===== src/rtl/sbc_cfg.svh =====
// Constants for the two-bank SDRAM burst and bank control block.
`ifndef SBC_CFG_SVH
`define SBC_CFG_SVH
// Clock rate and bank timing.
`define SBC_CLK_MHZ 10
`define SBC_TRP_NS 20
`define SBC_TRP_CYC ((`SBC_TRP_NS * `SBC_CLK_MHZ + 999) / 1000)
`define SBC_TWR_CYC 2'h2
`define SBC_RMASK_LAT 2
// Register offsets.
`define SBC_MODE_OFS 8'h00
`define SBC_STAT_OFS 8'h04
// Mode register field positions.
`define SBC_BL_LSB 0
`define SBC_BT_BIT 3
`define SBC_CL_LSB 4
`define SBC_WM_BIT 9
// Mode register reset values.
`define SBC_RST_BL 3'h2
`define SBC_RST_CL 3'h2
// Address pin roles.
`define SBC_A_AP 10
`define SBC_A_BANK 11
`endif


===== src/rtl/sbc_pkg.sv =====
// Types shared by the SDRAM burst and bank control block.
package sbc_pkg;
  typedef enum logic [2:0] {
    SBC_CMD_MRS = 3'h0,
    SBC_CMD_REF = 3'h1,
    SBC_CMD_PRE = 3'h2,
    SBC_CMD_ACT = 3'h3,
    SBC_CMD_WR = 3'h4,
    SBC_CMD_RD = 3'h5,
    SBC_CMD_BST = 3'h6,
    SBC_CMD_NOP = 3'h7
  } sbc_cmd_e;
  typedef enum logic [1:0] {
    SBC_BK_IDLE = 2'h0,
    SBC_BK_ACTIVE = 2'h1,
    SBC_BK_PRECH = 2'h3
  } sbc_bank_e;
  typedef struct packed {
    logic cs_n;
    logic ras_n;
    logic cas_n;
    logic we_n;
    logic [11:0] addr;
    logic [1:0] dqm;
  } sbc_cmd_s;
  typedef struct packed {
    logic [2:0] bl;
    logic bt;
    logic [2:0] cl;
    logic single_wr;
  } sbc_mode_s;
  typedef struct packed {
    logic act;
    logic wr;
    logic ap;
    logic bank;
    logic [7:0] start;
    logic [7:0] idx;
    logic [8:0] left;
  } sbc_eng_s;
endpackage


===== src/rtl/sbc_top.sv =====
// Two-bank SDRAM command, burst and bank control with an APB mode port.
`timescale 1ns/10ps
`include "sbc_cfg.svh"
// Operation
// (RULE1) Activate takes row from address 0-10; bit 11 picks the bank.
// (RULE2) Read/write take column from bits 0-7, bit 10 auto-precharge, bit 11 bank.
// (RULE3) Precharge with bit 10 high closes both banks, ignoring bit 11.
// (RULE4) Read data starts at the given column after CAS latency, then successive columns.
// (RULE5) Drivers turn on CAS latency minus one after read, off after last word.
// (RULE6) In full-page reads the controller ends the burst with burst stop.
// (RULE7) Read byte masks act per byte with two clocks latency.
// (RULE8) Controller activates a bank before reading or writing it.
// (RULE9) First write word is taken on the command edge, later words each clock.
// (RULE10) Write bursts end after burst length; full page needs burst stop.
// (RULE11) Controller waits write recovery after the last write word.
// (RULE12) Write byte masks act per byte on the same clock; masked bytes unwritten.
// (RULE13) Read auto-precharge starts at the burst's final address step.
// (RULE14) Write auto-precharge starts two clocks after the last data word.
// (RULE15) No auto-precharge when burst length is full page.
// (RULE16) A new read replaces the remaining old read burst after CAS latency.
// (RULE17) A new write replaces the remaining old write burst from its clock.
// (RULE18) On read after write the controller frees the data lines in time.
// (RULE19) On write after read the controller masks remaining read output.
// (RULE20) A precharged bank goes idle after the row precharge time.
// (RULE21) Precharge to the reading bank ends output CAS latency clocks later.
// (RULE22) Single-write mode stores one word per write command; reads stay bursts.
// (RULE23) Full-page bursts cover 256 columns and wrap.
// (RULE24) Burst type sets sequential or interleaved column order.
// (RULE25) Commands decode from chip select, row, column strobes and write enable.
module sbc_top #(
  parameter int COL_KEEP = 4,
  parameter int ROW_KEEP = 1
) (
  // Clock, enable and reset.
  input wire logic pclk,
  input wire logic presetn,
  input wire logic ce,
  // APB slave.
  input wire logic psel,
  input wire logic penable,
  input wire logic pwrite,
  input wire logic [7:0] paddr,
  input wire logic [31:0] pwdata,
  output logic [31:0] prdata,
  output logic pready,
  output logic pslverr,
  // Memory command pins.
  input wire sbc_pkg::sbc_cmd_s cmd_in,
  // Data pins.
  input wire logic [15:0] dq_i,
  output logic [15:0] dq_o,
  output logic [1:0] dq_oe
);
  localparam int AW = 1 + ROW_KEEP + COL_KEEP;
  localparam int MEM_N = 2 ** AW;

  if (COL_KEEP < 1 || COL_KEEP > 8 || ROW_KEEP < 1 || ROW_KEEP > 11) begin : g_chk
    $error("sbc_top: storage size parameters out of range");
  end

  sbc_pkg::sbc_cmd_e cmd_now;
  sbc_pkg::sbc_mode_s mode_q, mode_d;
  sbc_pkg::sbc_eng_s eng_q, eng_d;
  sbc_pkg::sbc_bank_e bank_state [2];
  logic [10:0] bank_row [2];
  logic [1:0] act_b, pre_b, dqm_q, dq_oe_q, dq_oe_d, ap_cnt_q, ap_cnt_d, dqm_in;
  logic [15:0] mem_q [MEM_N];
  logic [15:0] mem_d [MEM_N];
  logic [15:0] rd_word, p1_data_q, p1_data_d, dq_o_q, dq_o_d;
  logic [31:0] prdata_q, prdata_d, mode_word;
  logic [8:0] bl_words;
  logic [7:0] col_in, eng_col;
  logic [AW-1:0] wr_idx;
  logic bank_sel, rd_ok, wr_ok, stop_now, fp, cl3, rd_now, rd_ap_end, ap_fire;
  logic ap_bank_q, ap_bank_d, p1_v_q, p1_v_d, wr_hit, nop_now, pre_rd;
  logic pready_q, pready_d, pslverr_q, pslverr_d, apb_setup, apb_done;

  function automatic logic [AW-1:0] widx(input logic b, input logic [10:0] r,
                                         input logic [7:0] c);
    return {b, r[ROW_KEEP-1:0], c[COL_KEEP-1:0]};
  endfunction

  // Command decode; a deselected device sees no operation.
  always_comb begin
    cmd_now = sbc_pkg::sbc_cmd_e'({cmd_in.ras_n, cmd_in.cas_n, cmd_in.we_n}); // RULE25
    if (cmd_in.cs_n) begin
      cmd_now = sbc_pkg::SBC_CMD_NOP; // RULE25
    end
    nop_now = cmd_now == sbc_pkg::SBC_CMD_NOP;
    bank_sel = cmd_in.addr[`SBC_A_BANK]; // RULE1 RULE2
    col_in = cmd_in.addr[7:0]; // RULE2
    dqm_in = cmd_in.dqm;
  end

  // Mode decode; reserved burst lengths behave as single-word bursts.
  always_comb begin
    fp = mode_q.bl == 3'h7;
    cl3 = mode_q.cl == 3'h3;
    case (mode_q.bl)
      3'h1: bl_words = 9'h2;
      3'h2: bl_words = 9'h4;
      3'h3: bl_words = 9'h8;
      3'h7: bl_words = 9'h100; // RULE23
      default: bl_words = 9'h1;
    endcase
  end

  // Reads and writes to a bank that is not open are ignored.
  always_comb begin
    rd_ok = cmd_now == sbc_pkg::SBC_CMD_RD &&
      bank_state[bank_sel] == sbc_pkg::SBC_BK_ACTIVE; // RULE8
    wr_ok = cmd_now == sbc_pkg::SBC_CMD_WR &&
      bank_state[bank_sel] == sbc_pkg::SBC_BK_ACTIVE; // RULE8
    stop_now = cmd_now == sbc_pkg::SBC_CMD_BST || (cmd_now == sbc_pkg::SBC_CMD_PRE &&
      (cmd_in.addr[`SBC_A_AP] || bank_sel == eng_q.bank)); // RULE21 RULE6
    pre_rd = stop_now && cmd_now == sbc_pkg::SBC_CMD_PRE && eng_q.act && !eng_q.wr;
    ap_fire = ap_cnt_q == 2'h1;
    for (int b = 0; b < 2; b++) begin
      act_b[b] = cmd_now == sbc_pkg::SBC_CMD_ACT && bank_sel == 1'(b); // RULE1
      pre_b[b] = (cmd_now == sbc_pkg::SBC_CMD_PRE &&
        (cmd_in.addr[`SBC_A_AP] || bank_sel == 1'(b))) || // RULE3
        (rd_ap_end && eng_q.bank == 1'(b)) || // RULE13
        (ap_fire && ap_bank_q == 1'(b)); // RULE14
    end
  end

  // Two banks, each with its own precharge timer.
  for (genvar g = 0; g < 2; g++) begin : g_bank
    sbc_bank #(
      .TRP_CYC(`SBC_TRP_CYC)
    ) u_bank (
      .pclk(pclk),
      .presetn(presetn),
      .ce(ce),
      .act_cmd(act_b[g]),
      .pre_cmd(pre_b[g]),
      .row_in(cmd_in.addr[10:0]),
      .state(bank_state[g]),
      .row(bank_row[g])
    );
  end

  sbc_burst_addr u_addr (
    .start(eng_q.start),
    .idx(eng_q.idx),
    .bl(mode_q.bl),
    .bt(mode_q.bt),
    .col(eng_col)
  );

  // Burst engine; a new read or write simply reloads it, replacing the old burst.
  always_comb begin
    eng_d = eng_q;
    ap_bank_d = ap_bank_q;
    ap_cnt_d = (ap_cnt_q != 2'h0) ? ap_cnt_q - 2'h1 : 2'h0;
    rd_ap_end = 1'b0;
    eng_d.idx = eng_q.idx + 8'h1; // RULE4 RULE9
    if (eng_q.act && !fp) begin
      eng_d.left = eng_q.left - 9'h1;
      if (eng_q.left == 9'h1) begin
        eng_d.act = 1'b0; // RULE5 RULE10
        rd_ap_end = eng_q.ap && !eng_q.wr; // RULE13
        if (eng_q.ap && eng_q.wr) begin
          ap_cnt_d = `SBC_TWR_CYC; // RULE14
          ap_bank_d = eng_q.bank;
        end
      end
    end
    if (stop_now) begin
      eng_d.act = 1'b0; // RULE21
    end
    if (rd_ok || wr_ok) begin
      eng_d.act = rd_ok || (bl_words != 9'h1 && !mode_q.single_wr); // RULE22
      eng_d.wr = wr_ok;
      eng_d.ap = cmd_in.addr[`SBC_A_AP] && !fp; // RULE2 RULE15
      eng_d.bank = bank_sel;
      eng_d.start = col_in; // RULE4
      eng_d.idx = rd_ok ? 8'h0 : 8'h1; // RULE16 RULE17
      eng_d.left = rd_ok ? bl_words : bl_words - 9'h1;
      if (wr_ok && !eng_d.act && eng_d.ap) begin
        ap_cnt_d = `SBC_TWR_CYC; // RULE14
        ap_bank_d = bank_sel;
      end
    end
  end

  // Write port: the command edge takes the first word, the engine the rest.
  always_comb begin
    wr_hit = eng_q.act && eng_q.wr && !stop_now && !rd_ok; // RULE9 RULE10
    wr_idx = widx(eng_q.bank, bank_row[eng_q.bank], eng_col);
    if (wr_ok) begin
      wr_hit = 1'b1; // RULE9
      wr_idx = widx(bank_sel, bank_row[bank_sel], col_in);
    end
    mem_d = mem_q;
    if (wr_hit) begin
      for (int k = 0; k < 2; k++) begin
        if (!dqm_in[k]) begin
          mem_d[wr_idx][k*8 +: 8] = dq_i[k*8 +: 8]; // RULE12
        end
      end
    end
  end

  // Read path: one extra stage at latency three, masks delayed by their own register.
  always_comb begin
    rd_now = eng_q.act && !eng_q.wr;
    rd_word = mem_q[widx(eng_q.bank, bank_row[eng_q.bank], eng_col)]; // RULE4
    p1_v_d = rd_now;
    p1_data_d = rd_word;
    dq_o_d = cl3 ? p1_data_q : rd_word; // RULE4 RULE16
    dq_oe_d = {2{cl3 ? p1_v_q : rd_now}} & ~dqm_q; // RULE5 RULE7
  end

  // APB: one wait state, then the transfer completes; unmapped addresses fail.
  always_comb begin
    apb_setup = psel && penable && !pready_q;
    apb_done = psel && penable && pready_q;
    pready_d = apb_setup;
    mode_word = 32'h0;
    mode_word[`SBC_BL_LSB +: 3] = mode_q.bl;
    mode_word[`SBC_BT_BIT] = mode_q.bt;
    mode_word[`SBC_CL_LSB +: 3] = mode_q.cl;
    mode_word[`SBC_WM_BIT] = mode_q.single_wr;
    prdata_d = prdata_q;
    pslverr_d = 1'b0;
    if (apb_setup) begin
      case (paddr)
        `SBC_MODE_OFS: prdata_d = mode_word;
        `SBC_STAT_OFS: prdata_d = {25'h0, |dq_oe_q, eng_q.wr, eng_q.act,
          bank_state[1] == sbc_pkg::SBC_BK_PRECH, bank_state[0] == sbc_pkg::SBC_BK_PRECH,
          bank_state[1] == sbc_pkg::SBC_BK_ACTIVE, bank_state[0] == sbc_pkg::SBC_BK_ACTIVE};
        default: begin
          prdata_d = 32'h0;
          pslverr_d = 1'b1;
        end
      endcase
    end
    mode_d = mode_q;
    if (apb_done && pwrite && paddr == `SBC_MODE_OFS) begin
      mode_d.bl = pwdata[`SBC_BL_LSB +: 3];
      mode_d.bt = pwdata[`SBC_BT_BIT];
      mode_d.cl = pwdata[`SBC_CL_LSB +: 3];
      mode_d.single_wr = pwdata[`SBC_WM_BIT];
    end
  end

  // Control registers; the enable freezes everything.
  always_ff @(posedge pclk or negedge presetn) begin
    if (!presetn) begin
      eng_q <= '0;
      ap_cnt_q <= 2'h0;
      ap_bank_q <= 1'b0;
      p1_v_q <= 1'b0;
      p1_data_q <= 16'h0;
      dqm_q <= 2'h0;
      dq_o_q <= 16'h0;
      dq_oe_q <= 2'h0;
      mode_q <= '{bl: `SBC_RST_BL, bt: 1'b0, cl: `SBC_RST_CL, single_wr: 1'b0};
      prdata_q <= 32'h0;
      pready_q <= 1'b0;
      pslverr_q <= 1'b0;
    end else if (ce) begin
      eng_q <= eng_d;
      ap_cnt_q <= ap_cnt_d;
      ap_bank_q <= ap_bank_d;
      p1_v_q <= p1_v_d;
      p1_data_q <= p1_data_d;
      dqm_q <= dqm_in; // RULE7
      dq_o_q <= dq_o_d;
      dq_oe_q <= dq_oe_d;
      mode_q <= mode_d;
      prdata_q <= prdata_d;
      pready_q <= pready_d;
      pslverr_q <= pslverr_d;
    end
  end

  // Storage holds data only, so it needs no reset.
  always_ff @(posedge pclk) begin
    if (ce) begin
      mem_q <= mem_d;
    end
  end

  assign prdata = prdata_q;
  assign pready = pready_q;
  assign pslverr = pslverr_q;
  assign dq_o = dq_o_q;
  assign dq_oe = dq_oe_q;
endmodule // sbc_top


===== src/rtl/sbc_burst_addr.sv =====
// Column address generator for one burst step.
`timescale 1ns/10ps
module sbc_burst_addr (
  // Burst start and step number.
  input wire logic [7:0] start,
  input wire logic [7:0] idx,
  // Burst mode.
  input wire logic [2:0] bl,
  input wire logic bt,
  // Generated column.
  output logic [7:0] col
);
  logic [7:0] wrap;

  // Bits that may move within the burst; the rest stay at the start column.
  always_comb begin
    case (bl)
      3'h1: wrap = 8'h01;
      3'h2: wrap = 8'h03;
      3'h3: wrap = 8'h07;
      3'h7: wrap = 8'hff; // RULE23
      default: wrap = 8'h00;
    endcase
  end

  // Interleaved order flips bits, sequential adds; full page is sequential only.
  always_comb begin
    if (bt && bl != 3'h7) begin
      col = (start & ~wrap) | ((start ^ idx) & wrap); // RULE24
    end else begin
      col = (start & ~wrap) | (8'(start + idx) & wrap); // RULE24
    end
  end
endmodule // sbc_burst_addr


===== src/rtl/sbc_bank.sv =====
// State of one bank: idle, active with an open row, or precharging.
`timescale 1ns/10ps
`include "sbc_cfg.svh"
module sbc_bank #(
  parameter int TRP_CYC = `SBC_TRP_CYC
) (
  // Clock, enable and reset.
  input wire logic pclk,
  input wire logic presetn,
  input wire logic ce,
  // Bank commands.
  input wire logic act_cmd,
  input wire logic pre_cmd,
  input wire logic [10:0] row_in,
  // Bank state.
  output sbc_pkg::sbc_bank_e state,
  output logic [10:0] row
);
  sbc_pkg::sbc_bank_e state_q, state_d;
  logic [7:0] cnt_q, cnt_d;
  logic [10:0] row_q, row_d;
  logic idle_now;

  if (TRP_CYC < 1 || TRP_CYC > 255) begin : g_chk
    $error("sbc_bank: TRP_CYC out of range");
  end

  // A bank whose precharge time runs out on this edge may be activated at once.
  always_comb begin
    state_d = state_q;
    cnt_d = cnt_q;
    row_d = row_q;
    idle_now = state_q == sbc_pkg::SBC_BK_IDLE ||
      (state_q == sbc_pkg::SBC_BK_PRECH && cnt_q == 8'h1);
    case (state_q)
      sbc_pkg::SBC_BK_ACTIVE: begin
        if (pre_cmd) begin
          state_d = sbc_pkg::SBC_BK_PRECH; // RULE20
          cnt_d = 8'(TRP_CYC);
        end
      end
      sbc_pkg::SBC_BK_PRECH: begin
        cnt_d = cnt_q - 8'h1;
        if (cnt_q == 8'h1) begin
          state_d = sbc_pkg::SBC_BK_IDLE; // RULE20
        end
      end
      default: state_d = state_q;
    endcase
    if (act_cmd && idle_now) begin
      state_d = sbc_pkg::SBC_BK_ACTIVE;
      row_d = row_in; // RULE1
    end
  end

  // State registers.
  always_ff @(posedge pclk or negedge presetn) begin
    if (!presetn) begin
      state_q <= sbc_pkg::SBC_BK_IDLE;
      cnt_q <= 8'h0;
      row_q <= 11'h0;
    end else if (ce) begin
      state_q <= state_d;
      cnt_q <= cnt_d;
      row_q <= row_d;
    end
  end

  assign state = state_q;
  assign row = row_q;
endmodule // sbc_bank


===== config.mk =====
export PLATFORM = sky130hd
export DESIGN_NAME = sbc_top
export DESIGN_NICKNAME = d
export VERILOG_FILES = /design/src/rtl/sbc_pkg.sv /design/src/rtl/sbc_top.sv /design/src/rtl/sbc_burst_addr.sv /design/src/rtl/sbc_bank.sv
export VERILOG_INCLUDE_DIRS = /design/src /design/src/rtl
export SDC_FILE = /design/constraint.sdc
export NUM_CORES = 2
export LEC_CHECK = 0
export BUFFER_PORTS_ARGS = -buffer_cell sky130_fd_sc_hd__buf_4
export CORE_UTILIZATION = 60
export CTS_CLUSTER_DIAMETER = 120
export DETAILED_ROUTE_END_ITERATION = 8
export PLACE_DENSITY = 0.77
export SLEW_MARGIN = 0
export SYNTH_ARGS = -nofsm -noshare
export SYNTH_HDL_FRONTEND = slang
export SYNTH_SLANG_ARGS = --single-unit

===== constraint.sdc =====
create_clock -name pclk -period 4.7 [get_ports pclk]
set_input_delay 1.41 -clock pclk [delete_from_list [all_inputs] [get_ports pclk]]
set_output_delay 1.41 -clock pclk [all_outputs]
set_load 0.01 [all_outputs]

==> parameters.txt <==
Parameter                              Value

Run status
  Status ... finished, final reports clean

Timing
  Worst slew slack as a fraction of its limit ... 0.04698
  # setup viols final ... 0
  Period minus WS final ... 4.487 ns
  Final number of hold-violating endpoints ... 0
  Worst Clk Skew ... 0.03593 ns
  Measured slew at the worst slew-check pin ... 1.419 ns
  Worst hold slack ... 0.4810 ns
  Achievable clock frequency ... 0.2229 GHz
  RSZ-0062 raised after global routing ... no
  Total count of max-transition violations in the final report ... 0
  Ratio of final minimum period to clock period ... 0.9546

Synthesis
  Main flop type after synthesis ... sky130_fd_sc_hd__edfxtp_1
  Share of synthesized area occupied by flip-flops and latches ... 0.6649
  Ranking of synthesized cells by instance count ... sky130_fd_sc_hd__edfxtp_1 (1,024), sky130_fd_sc_hd__and2_1 (516), sky130_fd_sc_hd__nand2_1 (460), sky130_fd_sc_hd__nor2_1 (169), sky130_fd_sc_hd__mux4_2 (128)
  Synthesized area divided by synthesized cell count ... 13.71 µm²
  Dominant cell by count in the synthesized netlist ... sky130_fd_sc_hd__edfxtp_1
  Number of synthesized flops with an enable pin ... 1,024
  Flip-flop and latch count after synthesis ... 1,125
  Total number of yosys warnings ... 0
  Fraction of registers with async set/reset ... 0.08978
  Cell area after synthesis ... 0.05005 mm²
  Cell type with the highest aggregate area in the netlist ... sky130_fd_sc_hd__edfxtp_1
  Number of instances in the synthesized netlist ... 3,651
  Number of different library cells in the post-synthesis netlist ... 103
  Top post-synthesis cells by area ... sky130_fd_sc_hd__edfxtp_1 (61%), sky130_fd_sc_hd__and2_1 (6.4%), sky130_fd_sc_hd__mux4_2 (5.8%)
  Top-area cell type share of the netlist area ... 0.6144

Setup path
  Worst Path Required ... 5.30 ns
  Max Fanout on Critical Path ... 14
  Kind of start point of the critical path ... flop
  Critical Setup Path Class ... reg2reg
  Worst Setup End Kind ... flop
  Crit path DAT ... 5.09 ns

Die
  I/O pin total ... 132
  Area of the core ... 0.08237 mm²
  Full die area ... 0.08457 mm²
  Height of the die ... 290.8 µm
  Die Width ... 290.8 µm
  Initial standard-cell utilization of the core ... 0.6076
  Std-Cell Rows ... 105

Layout
  Fillers ... 5,382
  Final standard cell count with taps included and fillers excluded ... 4,993
  Area delta synth->final ... 12.51%
  Share of cells above drive strength 1 ... 0.1766
  Utilization after layout ... 0.6836
  Final layout net count ... 3,915

Power and ir drop
  Leakage dissipation ... 0.02020 µW
  Total power per unit cell area ... 444.2 mW/mm²
  Max VDD drop ... 339.8 µV
  Final total power ... 25,010 µW

CTS
  Post-CTS Hold Fix Bufs ... 0
  Root buffer selected by CTS ... sky130_fd_sc_hd__clkbuf_16
  Later-pin clock latency in the skew report ... 0.69 ns
  Inserted Clock Buffers ... 112
  Post-cts sizing count ... 0
  Number of setup buffers added after CTS ... 0
  CTS max path bufs ... 3
  Clock edge transition at the registers on the reported setup and hold paths ... 0.06 ns
  Clock tree from TritonCTS ... built
  Deepest level of the CTS H-tree ... 3
  Sinks on Clock Net ... 1,125

Drt
  Via/cell ratio ... 6.547
  WL/cell ... 27.58 µm
  First DRT Iteration DRCs ... 4,227
  Number of iterations in the first detailed-routing pass ... 6
  Number of nets with antenna violations after routing ... 0
  Total wirelength of the detailed-routed design ... 137,700 µm
  Via count ... 32,690
  Remaining design rule violation count ... 0

Job
  Count of max-cap constraint violations ... 0

Global route
  Pin count of the biggest net entering global routing ... 75
  Remaining global-route overflow ... 0
  Initial antenna violation count ... 4
  Via count of the first global-routing pass ... 31,810
  Global-route wire length before repair ... 203,700 µm
  Total routing usage reported by global routing ... 0.3268

Place
  Weighted congestion reported at the end of routability-driven placement ... 0.9371
  Hpwl dp ... 87,140 µm
  Number of instances in the placed design ... 4,780
  Number of input and output port buffers inserted ... 77

Worst hold path
  Type of the tightest min-delay check ... reg2reg
[stage by stage]
step / setup WS (ns) / TNS [ns] / area, µm²
2_1_floorplan: 0.3462 / 0 / 50140
3_3_place_gp: -0.05572 / -0.4444 / 52800
3_5_place_dp: -0.07921 / -1.532 / 52800
4_1_cts: 0.4207 / 0 / 56300
5_1_grt: 0.1047 / 0 / 56310
6_report: 0.2133 / 0 / 56310
[layout make-up]
class                   instances  area (µm²)  share of cell area
flip-flops and latches       1125       33280              0.5910
multi-input cells            2239       15320              0.2721
diodes                          4       10.01           0.0001777
clock buffers                 149        3023             0.05368
repair buffers                325        2778             0.04933
inverters                      21       78.83            0.001400
clock inverters                60       481.7            0.008554
well taps                    1070        1339             0.02377
[sequential cells by signal, summed over array words and instances (netlist names)]
register             count
g_bank.u_bank.cnt_q     16
ap_cnt_q                 2
eng_q                   21
mode_q                   8
p1_v_q                   1
g_bank.u_bank.row        2
pready                   1
dqm_q                    2
p1_data_q               16
dq_o                    16
g_bank.u_bank.state      4
dq_oe                    2
ap_bank_q                1
pslverr                  1
mem_q                 1024
prdata                   8
[layout by cell type, fill, tap and decap left out, types with 18 or more instances in the layout]
cell / n
sky130_fd_sc_hd__conb_1: 24
sky130_fd_sc_hd__edfxtp_1: 1024
sky130_fd_sc_hd__buf_12: 27
sky130_fd_sc_hd__dfrtp_1: 99
sky130_fd_sc_hd__nor3_1: 94
sky130_fd_sc_hd__mux4_2: 128
sky130_fd_sc_hd__nand4_1: 21
sky130_fd_sc_hd__clkbuf_1: 30
sky130_fd_sc_hd__a211oi_1: 52
sky130_fd_sc_hd__clkinv_1: 25
sky130_fd_sc_hd__mux2_2: 26
sky130_fd_sc_hd__clkinv_2: 24
sky130_fd_sc_hd__a32oi_1: 31
sky130_fd_sc_hd__a21oi_1: 70
sky130_fd_sc_hd__nor2_1: 168
sky130_fd_sc_hd__buf_4: 298
sky130_fd_sc_hd__a31oi_1: 60
sky130_fd_sc_hd__and2_1: 515
sky130_fd_sc_hd__o21ai_0: 46
sky130_fd_sc_hd__clkbuf_16: 113
sky130_fd_sc_hd__o311ai_0: 24
sky130_fd_sc_hd__inv_1: 18
sky130_fd_sc_hd__nand3_1: 95
sky130_fd_sc_hd__a311oi_1: 20
sky130_fd_sc_hd__and3_1: 69
sky130_fd_sc_hd__mux2i_1: 45
sky130_fd_sc_hd__nand2_1: 460
[critical path, stage by stage, from the launching register on]
cell	delay, ns
sky130_fd_sc_hd__dfrtp_1	0.44
sky130_fd_sc_hd__ha_1	0.25
sky130_fd_sc_hd__fa_1	0.39
sky130_fd_sc_hd__and3b_1	0.23
sky130_fd_sc_hd__o31ai_4	0.82
sky130_fd_sc_hd__nor2_4	0.25
sky130_fd_sc_hd__buf_4	0.33
sky130_fd_sc_hd__a32oi_1	0.34
sky130_fd_sc_hd__o311ai_0	0.28
sky130_fd_sc_hd__and4_1	0.25
sky130_fd_sc_hd__a31oi_1	0.51
sky130_fd_sc_hd__mux2_2	0.27
[report_power, final]
group	total, µW	internal, µW	switching [µW]
clock	8630	4880	3740
combinational	5010	1790	3220
sequential	11400	11100	273
[final timing paths]
kind                                from                         to  slack (ns)  depth (start not counted)
hold reg to reg            p1_data_q[12]              p1_data_q[12]        0.48                          1
min in group asynchronous        presetn  g_bank[0].u_bank.cnt_q[5]        0.73                          1
setup reg to reg                eng_q[9]              p1_data_q[14]        0.21                         11
max in group asynchronous        presetn                  mode_q[2]        3.13                          2
setup / recovery                eng_q[9]              p1_data_q[14]        0.21                         11
hold / removal             p1_data_q[12]              p1_data_q[12]        0.48                          1
[logic make-up after synthesis]
| logic type | share of synthesized area |
|---|---|
| AOI/OAI and AO/OA | 0.06747 |
| muxes | 0.07245 |
| DFF | 0.6649 |
| adders and majority gates | 0.002900 |
| and+or+nand+nor | 0.1600 |
| xor gates and xnor gates | 0.0003501 |
| buffers and inverters | 0.03185 |
| other | 0.00007493 |
[metal layers]
layer | vias up | GRT usage | wire (µm)
met4 | 0 | 0.1372 | 6429
met2 | 2182 | 0.5144 | 64100
li1 | 13960 | - | -
met3 | 416 | 0.09124 | 17860
met1 | 16130 | 0.4302 | 49340
met5 | - | 0 | 0
Note: power is estimated with default switching activity, not from simulation.
